$ cat config.mk
export PLATFORM = sky130hd
export DESIGN_NAME = alarm_second_regs
export DESIGN_NICKNAME = d
export VERILOG_FILES = /design/src/pkg/alarm_second_pkg.sv /design/src/rtl/alarm_second_regs.sv /design/src/rtl/level_sync.sv /design/src/rtl/second_tracker.sv
export VERILOG_INCLUDE_DIRS = /design/src /design/src/pkg
export SDC_FILE = /design/constraint.sdc
export NUM_CORES = 1
export LEC_CHECK = 0
export ABC_AREA = 1
export BUFFER_PORTS_ARGS = -buffer_cell sky130_fd_sc_hd__buf_4
export CORE_MARGIN = 4
export CORE_UTILIZATION = 50
export CTS_BUF_LIST = sky130_fd_sc_hd__clkbuf_16
export DETAILED_ROUTE_END_ITERATION = 12
export PLACE_DENSITY_LB_ADDON = 0.2
export SYNTH_ARGS = -nofsm -noshare
export SYNTH_HDL_FRONTEND = slang
export SYNTH_HIERARCHICAL = 1
export SYNTH_SLANG_ARGS = --single-unit
$ cat constraint.sdc
create_clock -name clock -period 2.88 [get_ports clock]
set_clock_uncertainty 0.2 [all_clocks]
set_input_delay 0.576 -clock clock [delete_from_list [all_inputs] [get_ports clock]]
set_output_delay 0.576 -clock clock [all_outputs]
set_load 0.005 [all_outputs]
$ cat src/pkg/alarm_second_consts.svh
/*
  Constants for the drop bus one-second alarm status block: register
  indices, timing figures and bus encodings.
  Assumes it is included by bare name by every file that needs a figure.
*/
// Notes on behaviour
// - Second bit: changed in interval, or one
// - No one-second pulse: every bit inactive
// - One-second bits never raise an interrupt
// - Persistent: active, not risen previous interval
// - H4 register: OOM bits 5-3, LOM 2-0
// - Persistent register: AIS 4-2, parity, clock
// - Slot 1 also covers the VC-4
`ifndef ALARM_SECOND_CONSTS_SVH
`define ALARM_SECOND_CONSTS_SVH

// Register indices; byte address is four times the index
`define IDX_SEC_H4 8'h65
`define IDX_PERSIST 8'h66
`define IDX_CONTROL 8'h70
`define IDX_IRQ_STATUS 8'h71
`define IDX_IRQ_MASK 8'h72

// Reset values
`define CONTROL_RESET 8'h00
`define IRQ_MASK_RESET 8'h00

// Pulse watchdog: no pulse for this long means the pulse is absent
`define TICK_TIMEOUT_NS 1250000000
`define CLOCK_PERIOD_NS 40

// AHB-Lite encodings
`define HTRANS_NONSEQ 2'h2
`define HTRANS_SEQ 2'h3
`define HSIZE_WORD 3'h2
`define HRESP_OKAY 1'h0

`endif

$ cat src/pkg/alarm_second_pkg.sv
/*
  Types for the drop bus one-second alarm status block: alarm source
  bundle, register layouts and the pulse presence state.
  Assumes the constants header is included where figures are needed.
*/
package alarm_second_pkg;

  // Raw alarm levels from the drop bus detectors, slot 1 in bit 0
  typedef struct packed {
    logic [2:0] oom;
    logic [2:0] lom;
    logic [2:0] upstream_ais;
    logic parity;
    logic clock_loss;
  } alarm_in_s;

  typedef struct packed {
    logic [1:0] unused;
    logic [2:0] sec_oom;
    logic [2:0] sec_lom;
  } sec_h4_reg_s;

  typedef struct packed {
    logic [2:0] unused;
    logic [2:0] persist_upstream_ais;
    logic persist_drop_parity;
    logic persist_drop_clock_loss;
  } persist_reg_s;

  typedef struct packed {
    logic [6:0] unused;
    logic vc4_mode;
  } control_reg_s;

  typedef struct packed {
    logic [5:0] unused;
    logic pulse_lost;
    logic interval_done;
  } irq_reg_s;

  typedef enum logic {
    PULSE_ABSENT = 1'b0,
    PULSE_PRESENT = 1'b1
  } pulse_state_e;

endpackage

$ cat src/rtl/alarm_second_regs.sv
/*
  Drop bus one-second alarm status: per-source one-second and
  persistent trackers, pulse watchdog, AHB-Lite register slave and a
  maskable interrupt for interval and pulse-loss events.
  Assumes alarm sources are levels on clock; the one-second pulse is an
  asynchronous pin; a single AHB-Lite master drives the slave port.
*/
`timescale 1ns/10ps
`include "alarm_second_consts.svh"
module alarm_second_regs import alarm_second_pkg::*; #(
  parameter int TICK_TIMEOUT_CYCLES = `TICK_TIMEOUT_NS / `CLOCK_PERIOD_NS,
  parameter int SLOTS = 3
) (
  // Clock and reset
  input wire logic clock,
  input wire logic rstn,
  // One-second pulse pin
  input wire logic one_second_pulse,
  // Alarm sources
  input wire alarm_in_s alarms,
  // AHB-Lite slave
  input wire logic hsel,
  input wire logic [31:0] haddr,
  input wire logic [1:0] htrans,
  input wire logic hwrite,
  input wire logic [2:0] hsize,
  input wire logic [31:0] hwdata,
  input wire logic hready,
  output logic hreadyout,
  output logic hresp,
  output logic [31:0] hrdata,
  // Interrupt
  output logic irq
);

  // Pulse sampling and edge detection
  logic pulse_sync;
  logic pulse_last;
  logic tick;

  level_sync #(
    .WIDTH(1)
  ) u_pulse_sync (
    .clock(clock),
    .rstn(rstn),
    .async_in(one_second_pulse),
    .sync_out(pulse_sync)
  );

  always_ff @(posedge clock) begin
    if (!rstn) begin
      pulse_last <= 1'b0;
    end else begin
      pulse_last <= pulse_sync;
    end
  end

  assign tick = pulse_sync & ~pulse_last;

  // Pulse watchdog
  pulse_state_e pulse_state;
  pulse_state_e next_pulse_state;
  logic [31:0] idle_count;
  logic [31:0] next_idle_count;
  logic timeout;
  logic lost_event;

  assign timeout = (idle_count >= 32'(TICK_TIMEOUT_CYCLES - 1));
  assign next_idle_count = tick ? 32'h0 : (timeout ? idle_count : idle_count + 32'h1);

  always_comb begin
    next_pulse_state = pulse_state;
    unique case (pulse_state)
      PULSE_ABSENT: begin
        if (tick) begin
          next_pulse_state = PULSE_PRESENT;
        end
      end
      PULSE_PRESENT: begin
        if (timeout && !tick) begin
          next_pulse_state = PULSE_ABSENT;
        end
      end
    endcase
  end

  assign lost_event = (pulse_state == PULSE_PRESENT) && (next_pulse_state == PULSE_ABSENT);

  always_ff @(posedge clock) begin
    if (!rstn) begin
      pulse_state <= PULSE_ABSENT;
      idle_count <= 32'h0;
    end else begin
      pulse_state <= next_pulse_state;
      idle_count <= next_idle_count;
    end
  end

  // Control register
  control_reg_s control;
  logic pulse_ok;
  logic [SLOTS-1:0] slot_enable;

  assign pulse_ok = (pulse_state == PULSE_PRESENT) || tick;

  // Slot 1 carries the VC-4 in VC-4 mode; slots 2 and 3 then idle
  genvar s;
  generate
    for (s = 0; s < SLOTS; s++) begin : g_slot_en
      if (s == 0) begin : g_first
        assign slot_enable[s] = pulse_ok;
      end else begin : g_other
        assign slot_enable[s] = pulse_ok & ~control.vc4_mode;
      end
    end
  endgenerate

  // Trackers
  logic [SLOTS-1:0] sec_oom;
  logic [SLOTS-1:0] sec_lom;
  logic [SLOTS-1:0] persist_ais;
  logic persist_par;
  logic persist_loc;

  generate
    for (s = 0; s < SLOTS; s++) begin : g_track
      second_tracker u_oom (
        .clock(clock),
        .rstn(rstn),
        .alarm(alarms.oom[s]),
        .tick(tick),
        .enable(slot_enable[s]),
        .sec_alarm(sec_oom[s]),
        .persist_alarm()
      );
      second_tracker u_lom (
        .clock(clock),
        .rstn(rstn),
        .alarm(alarms.lom[s]),
        .tick(tick),
        .enable(slot_enable[s]),
        .sec_alarm(sec_lom[s]),
        .persist_alarm()
      );
      second_tracker u_ais (
        .clock(clock),
        .rstn(rstn),
        .alarm(alarms.upstream_ais[s]),
        .tick(tick),
        .enable(slot_enable[s]),
        .sec_alarm(),
        .persist_alarm(persist_ais[s])
      );
    end
  endgenerate

  second_tracker u_par (
    .clock(clock),
    .rstn(rstn),
    .alarm(alarms.parity),
    .tick(tick),
    .enable(pulse_ok),
    .sec_alarm(),
    .persist_alarm(persist_par)
  );

  second_tracker u_loc (
    .clock(clock),
    .rstn(rstn),
    .alarm(alarms.clock_loss),
    .tick(tick),
    .enable(pulse_ok),
    .sec_alarm(),
    .persist_alarm(persist_loc)
  );

  // Register views
  sec_h4_reg_s sec_view;
  persist_reg_s persist_view;

  assign sec_view.unused = '0;
  assign sec_view.sec_oom = sec_oom;
  assign sec_view.sec_lom = sec_lom;
  assign persist_view.unused = '0;
  assign persist_view.persist_upstream_ais = persist_ais;
  assign persist_view.persist_drop_parity = persist_par;
  assign persist_view.persist_drop_clock_loss = persist_loc;

  // AHB address phase decode
  logic addr_valid;
  logic addr_mapped;
  logic [7:0] addr_index;

  assign addr_valid = hsel && hready && (htrans == `HTRANS_NONSEQ || htrans == `HTRANS_SEQ);
  assign addr_index = haddr[9:2];
  assign addr_mapped = (haddr[31:10] == 22'h0) && (haddr[1:0] == 2'h0);

  // Data phase write state
  logic wr_pending;
  logic [7:0] wr_index;

  always_ff @(posedge clock) begin
    if (!rstn) begin
      wr_pending <= 1'b0;
      wr_index <= 8'h00;
    end else begin
      wr_pending <= addr_valid && hwrite && addr_mapped;
      wr_index <= addr_valid ? addr_index : wr_index;
    end
  end

  wire wr_control = wr_pending && (wr_index == `IDX_CONTROL);
  wire wr_status = wr_pending && (wr_index == `IDX_IRQ_STATUS);
  wire wr_mask = wr_pending && (wr_index == `IDX_IRQ_MASK);

  // Writes to the one-second registers decode to nothing
  always_ff @(posedge clock) begin
    if (!rstn) begin
      control <= control_reg_s'(`CONTROL_RESET);
    end else if (wr_control) begin
      control <= control_reg_s'({7'h00, hwdata[0]});
    end
  end

  // Interrupt status, mask and output
  irq_reg_s irq_status;
  irq_reg_s irq_mask;
  irq_reg_s irq_set;
  irq_reg_s irq_clear;
  irq_reg_s next_irq_status;

  // Only interval and pulse-loss events are wired; alarm bits never are
  assign irq_set.unused = '0;
  assign irq_set.interval_done = tick;
  assign irq_set.pulse_lost = lost_event;
  assign irq_clear = wr_status ? irq_reg_s'(hwdata[7:0]) : irq_reg_s'(8'h00);
  assign next_irq_status = (irq_status & ~irq_clear) | irq_set;

  always_ff @(posedge clock) begin
    if (!rstn) begin
      irq_status <= '0;
    end else begin
      irq_status <= next_irq_status;
    end
  end

  always_ff @(posedge clock) begin
    if (!rstn) begin
      irq_mask <= irq_reg_s'(`IRQ_MASK_RESET);
    end else if (wr_mask) begin
      irq_mask <= irq_reg_s'({6'h00, hwdata[1:0]});
    end
  end

  always_ff @(posedge clock) begin
    if (!rstn) begin
      irq <= 1'b0;
    end else begin
      irq <= |(next_irq_status & irq_mask);
    end
  end

  // Read data, registered at the address phase
  logic [7:0] rd_byte;

  assign rd_byte = !addr_mapped ? 8'h00 :
                   (addr_index == `IDX_SEC_H4) ? sec_view :
                   (addr_index == `IDX_PERSIST) ? persist_view :
                   (addr_index == `IDX_CONTROL) ? control :
                   (addr_index == `IDX_IRQ_STATUS) ? irq_status :
                   (addr_index == `IDX_IRQ_MASK) ? irq_mask : 8'h00;

  always_ff @(posedge clock) begin
    if (!rstn) begin
      hrdata <= 32'h0;
    end else if (addr_valid && !hwrite) begin
      hrdata <= {24'h000000, rd_byte};
    end
  end

  // Zero wait states, always OKAY
  assign hreadyout = 1'b1;
  assign hresp = `HRESP_OKAY;

endmodule

$ cat src/rtl/level_sync.sv
/*
  Two flip-flop synchroniser for asynchronous levels.
  Assumes the input may change at any time relative to clock.
*/
`timescale 1ns/10ps
module level_sync #(
  parameter int WIDTH = 1
) (
  // Clock and reset
  input wire logic clock,
  input wire logic rstn,
  // Levels
  input wire logic [WIDTH-1:0] async_in,
  output logic [WIDTH-1:0] sync_out
);

  logic [WIDTH-1:0] stage1;

  always_ff @(posedge clock) begin
    if (!rstn) begin
      stage1 <= '0;
      sync_out <= '0;
    end else begin
      stage1 <= async_in;
      sync_out <= stage1;
    end
  end

endmodule

$ cat src/rtl/second_tracker.sv
/*
  Per-alarm one-second tracker: the one-second indication and the
  persistent one-second indication of a single alarm source.
  Assumes alarm is a level on clock and tick a one-cycle pulse.
*/
`timescale 1ns/10ps
module second_tracker (
  // Clock and reset
  input wire logic clock,
  input wire logic rstn,
  // Source and interval
  input wire logic alarm,
  input wire logic tick,
  input wire logic enable,
  // Indications
  output logic sec_alarm,
  output logic persist_alarm
);

  logic last;
  logic changed_cur;
  logic seen_cur;
  logic rose_cur;
  logic rose_prev;
  wire change_now = alarm ^ last;
  wire rise_now = alarm & ~last;

  always_ff @(posedge clock) begin
    if (!rstn) begin
      last <= 1'b0;
      changed_cur <= 1'b0;
      seen_cur <= 1'b0;
      rose_cur <= 1'b0;
      rose_prev <= 1'b0;
      sec_alarm <= 1'b0;
      persist_alarm <= 1'b0;
    end else begin
      last <= alarm;
      if (!enable) begin
        changed_cur <= 1'b0;
        seen_cur <= 1'b0;
        rose_cur <= 1'b0;
        rose_prev <= 1'b0;
        sec_alarm <= 1'b0;
        persist_alarm <= 1'b0;
      end else if (tick) begin
        sec_alarm <= changed_cur | change_now | alarm;
        persist_alarm <= (seen_cur | alarm) & ~rose_prev;
        rose_prev <= rose_cur | rise_now;
        changed_cur <= 1'b0;
        seen_cur <= 1'b0;
        rose_cur <= 1'b0;
      end else begin
        changed_cur <= changed_cur | change_now;
        seen_cur <= seen_cur | alarm;
        rose_cur <= rose_cur | rise_now;
      end
    end
  end

endmodule

==> results of run 1 <==
state kept, by name (all words and copies together) (netlist names), 8 cells and up:
signal      count
hrdata          8
idle_count     32
wr_index        8
irq_status      8
power groups by stage:
| stage | clock [mW] | combinational (mW) | sequential, mW |
|---|---|---|---|
| final | 1.13 | 0.244 | 1.54 |
| after global routing | 1.23 | 0.282 | 1.54 |
| after CTS | 1.17 | 0.246 | 1.54 |
| after detailed placement | 0 | 0.245 | 1.57 |
| after global placement | 0 | 0.243 | 1.57 |
| after floorplan | 0 | 0.169 | 1.57 |
placed cells by master, fill, tap and decap left out:
cell,instances
a21oi_2,17
xnor2_1,5
o21ai_0,18
conb_1,26
clkinvlp_4,1
nor2_2,2
inv_1,110
clkinv_1,7
nor2_1,121
or2_2,2
a211oi_1,1
a21o_1,1
a21boi_0,1
ha_1,12
nand2_1,197
nand2_2,28
inv_2,26
nand3_1,39
o21ai_1,3
xor2_1,7
nand4_1,12
nor3_1,14
nand3b_1,4
o211ai_1,4
dfxtp_1,108
or2_1,1
nand3_2,1
nor3b_1,4
a21oi_1,26
nor3b_2,1
clkbuf_16,9
buf_4,72
clkinv_2,15
inv_6,2
nor3_2,6
nor4_1,1
layer usage:
metal	vias up	track usage [%]	wire length [um]
met2	67	31.5	5560
met3	18	3.22	366
li1	2604	-	-
met4	0	7.05	272
met1	2107	23.1	5230
met5	-	0	0
worst paths after layout:
| path | end | slack, ns |
|---|---|---|
| worst min-delay path | irq_status[5] | 0.20 |
| worst max register to register | idle_count[22] | 0.75 |
| worst min register to register | u_pulse_sync/sync_out | 0.21 |
| worst max-delay path | idle_count[22] | 0.75 |
stage by stage:
step,area (um^2),util (%),setup slack (ns),hold WS (ns),std cells
5_1_grt,6420,58.7,0.579,0.203,1044
4_1_cts,6420,58.7,0.742,0.194,1044
3_3_place_gp,6150,56.3,0.677,0.190,1029
6_report,6420,58.7,0.747,0.204,1044
2_1_floorplan,5740,-,0.469,0.186,857
3_5_place_dp,6150,56.3,0.638,0.207,1029
final cells by class:
type | instances | share of cell area (%)
Multi-Input combinational cell | 554 | 41.7
Sequential cell | 108 | 33.7
Inverter | 155 | 9.32
Timing Repair Buffer | 72 | 8.42
Clock buffer | 9 | 3.51
Tap cell | 140 | 2.73
Clock inverter | 6 | 0.604
worst max-delay path, cell delays in order (launching register included):
cell,delay (ns)
dfxtp_1,0.44
ha_1,0.29
nand3_1,0.22
nor2_1,0.32
nand4_1,0.20
xnor2_1,0.19
nand2_1,0.08
a21oi_2,0.12
==> flow_summary.toml, run 1 <==
[timing]
fin_crit_sh_pct = 74.1
maxSlewViolCount = 0
worst_slew_pin_slew_ns = 0.780
fin_tns_setup_ns = 0
period_minus_slack_ns = 2.13
slew_headroom_pct = 47.6
setup_violations = 0
rsz0062_at_grt = "no"
finalHoldViolations = 0
max_clock_freq_ghz = 0.469

[run]
maxCapViolations = 0

[logic_synthesis]
synth.cell_area_um2 = 5650
synth_warnings = 6
synth.avg_cell_area_um2 = 6.78
synth_cells = 833

[placement]
routabilityCongestion = 0.846
portBuffers = 66
place_hpwl_mm = 8.61

[grt]
grt_pass1_vias = 4397
grt_pass1_wl_mm = 19.7
grt_usage_pct = 18.4
grt_max_degree = 44
antenna_found_initial = 0
overflow = 0

[floorplan]
rows = 38
die_y_um = 114
die_area_um2 = 13100
initial_core_util_pct = 51.7
core_region_area_um2 = 10900
io_pins = 121
die_w_um = 114

[power]
peakVddDrop_v = 0.000354
intPower_mw = 2.21
switching_power_mw = 0.709
p_clk_share_pct = 38.9
p_seq_share_pct = 52.8
p_sw_share_pct = 24.3
leakagePower_nw = 2.95
p_per_area_nw_per_um2 = 454
power_frac_comb_pct = 8.4
total_power_mw = 2.91

[hold_path]
hold_path_class = "input port to register"
hp-start = "hwdata[5]"
hold_depth = 2

[clock_tree]
cts_tree = "yes"
numCtsBuffers = 9
cts-resized-gates = 0
clock-sinks = 108
clockBufferDepth = 2
cts_setup_buffers = 0
path_clk_slew_ns = 0.07
holdBufCountCts = 0
clock_latency_ns = 0.35
cts-root-buf = "clkbuf_16"
htreeDepth = 3

[worst_setup_path]
arrival_ns = 2.21
path_class = "register to register"
cp-start-kind = "register"
cp.required_ns = 2.96
crit_start = "idle_count[0]"
reg2reg_depth = 7
rr_startpoint = "idle_count[0]"
endpoint_kind = "register"
critPathMaxFanout = 6

[finish]
nFillCells = 1101
drive_gt1_share_pct = 20.1
antenna_cells = 0
final_nets = 998
seqCellArea_um2 = 2160
syn_to_final_growth_pct = 13.6
multi_input_area_um2 = 2680

[routing]
avgViaCountPerCell = 4.59
drtAntennaViolNets = 0
wirelength_mm = 11.4
drc = 0
first_pass_iters = 4
vias = 4796
wl_per_cell_um = 10.9
drt_iter0_markers = 268

[status]
outcome = "finished, final reports clean"
Note: power is estimated with default switching activity, not from simulation.
==> run 2: changes to the inputs <==
--- a/config.mk
+++ b/config.mk
@@ -6,7 +6,7 @@
 export SDC_FILE = /design/constraint.sdc
 export NUM_CORES = 1
 export LEC_CHECK = 0
-export ABC_AREA = 1
+export ABC_AREA = 0
 export BUFFER_PORTS_ARGS = -buffer_cell sky130_fd_sc_hd__buf_4
 export CORE_MARGIN = 4
 export CORE_UTILIZATION = 50
==> constraint.sdc (replaced) <==
create_clock -name clock -period 2.1 [get_ports clock]
set_clock_uncertainty 0.2 [all_clocks]
set_input_delay 0.42 -clock clock [delete_from_list [all_inputs] [get_ports clock]]
set_output_delay 0.42 -clock clock [all_outputs]
set_load 0.005 [all_outputs]
==> flow_summary.toml, run 2 <==
[status]
outcome = "complete, but fails checks"
violations = "setup timing"

[worst_setup_path]
cp_cell_sequence = "ha_4, nand3_4, or2_1, or4_4, o311ai_1, o31ai_1"
max_stage_delay_ns = 0.52
critPathMaxFanout = 4
cpMaxStageDelayCell = "or4_4"
cp.required_ns = 2.11
path_class = "register to register"
endpoint_kind = "register"
cp-start-kind = "register"
arrival_ns = 2.23

[finish]
multi_input_area_um2 = 2710
nFillCells = 827
fin_cells = 802
seqCellArea_um2 = 2170
final_nets = 762
drive_gt1_share_pct = 23.9
largest_register = "idle_count"
syn_to_final_growth_pct = 20.3
antenna_cells = 0
largest_reg_flops = 32
layout_commonest_cell = "dfxtp_1"
final_cell_mix = "dfxtp_1 (103), buf_4 (98), nand2_1 (64)"

[grt]
antenna_found_initial = 0
grt_pass1_vias = 4254
gr-usage-met1_pct = 28.2
grt_max_degree = 37
grt_pass1_wl_mm = 19.9
grt_usage_pct = 20.7
met3_usage_pct = 3.46
grt-busiest-layer = "met2"
overflow = 0
grt_use_met2_pct = 32.8

[placement]
place_inst = 782
place_hpwl_mm = 8.65
portBuffers = 66
dp_slack_ns = -0.105
routabilityCongestion = 0.837

[floorplan]
initial_core_util_pct = 52.2
core_region_area_um2 = 9950
die_area_um2 = 12100
io_pins = 121
rows = 36
die_y_um = 110
die_w_um = 110

[timing]
period_minus_slack_ns = 2.22
setup_violations = 3
finalHoldViolations = 0
max_clock_freq_ghz = 0.451
maxSlewViolCount = 0
hold_ws_ns = 0.0328
fin_crit_sh_pct = 106
worst_slew_pin_slew_ns = 0.634
rsz0062_at_grt = "yes"
worst_slack_ns = -0.119
slew_headroom_pct = 57.6

[clock_tree]
clock_latency_ns = 0.34
cts-root-buf = "clkbuf_16"
numCtsBuffers = 9
cts_tree = "yes"
path_clk_slew_ns = 0.07
htreeDepth = 3
clock-sinks = 108
clockBufferDepth = 2

[routing]
avgViaCountPerCell = 5.58
drc = 0
first_pass_iters = 5
drtAntennaViolNets = 0
drt_iter0_markers = 244
wirelength_mm = 12.1
wl_per_cell_um = 15.0
vias = 4479

[power]
peakVddDrop_v = 0.000371
leakagePower_nw = 2.39
p_per_area_nw_per_um2 = 658
total_power_mw = 4.11

[logic_synthesis]
synth.cell_area_um2 = 5190
synth_cells = 581
synth.avg_cell_area_um2 = 8.94
synth_warnings = 6

[run]
maxCapViolations = 0

[hold_path]
hold_path_class = "input port to register"
==> run 2: changes by cell type in the layout (fill, tap and decap cells not counted), moves of 26 or more <==
cell and change:
nand2_1 -133, inv_1 -82, nor2_1 -91, nand2_2 -27
inv_2 -26, buf_4 +26
==> run 2: timing repair <==
action	CTS	global route
hold buffers	0	0
gates cloned	1	0
pin swaps	3	6
hold endpoints to repair	0	0
buffers inserted	0	3
resized for setup	6	15
endpoints found under the setup margin	14	24
==> run 2: worst paths after layout <==
path	startpoint	endpoint	slack (ns)	cells past startpoint
min	hwdata[6]	irq_status[6]	0.03	2
min reg2reg	u_pulse_sync/stage1	u_pulse_sync/sync_out	0.23	1
max	idle_count[1]	idle_count[16]	-0.12	6
max reg2reg	idle_count[1]	idle_count[16]	-0.12	6
==> run 2: power by group <==
group | total (mW) | switching, mW | internal (mW) | leakage, nW
combinational | 0.334 | 0.175 | 0.159 | 1.38
sequential | 2.10 | 0.0185 | 2.09 | 0.878
clock | 1.68 | 0.754 | 0.921 | 0.140
==> run 2: critical path, delay by kind of cell, from the launching register on <==
kind / cells / cell delay (ns)
compound gates: 2 / 0.47
flops: 1 / 0.35
fa+ha+maj: 1 / 0.17
simple gates: 3 / 0.89
==> run 2: cell type report <==
type | count | share of cell area (%)
tap | 133 | 2.66
clock inverter | 7 | 1.08
clock buffer | 9 | 3.60
timing repair buffer | 103 | 13.0
multi-input combinational | 415 | 43.3
inverter | 27 | 1.62
sequential | 108 | 34.7
==> run 2: metal layers <==
layer / routed length, um / vias to the layer above
li1: - / 2194
met1: 5460 / 2110
met2: 5610 / 160
met3: 808 / 15
met4: 183 / 0
met5: 0 / -
==> run 2: stage by stage <==
step                      TNS, ns  cell area, um^2  utilization [%]
after CTS                       0             6160             61.9
after detailed placement   -0.829             5820             58.5
final                      -0.122             6250             62.8
after global placement     -0.203             5820             58.5
after global routing       -0.803             6250             62.8
after floorplan                 0             5300                -
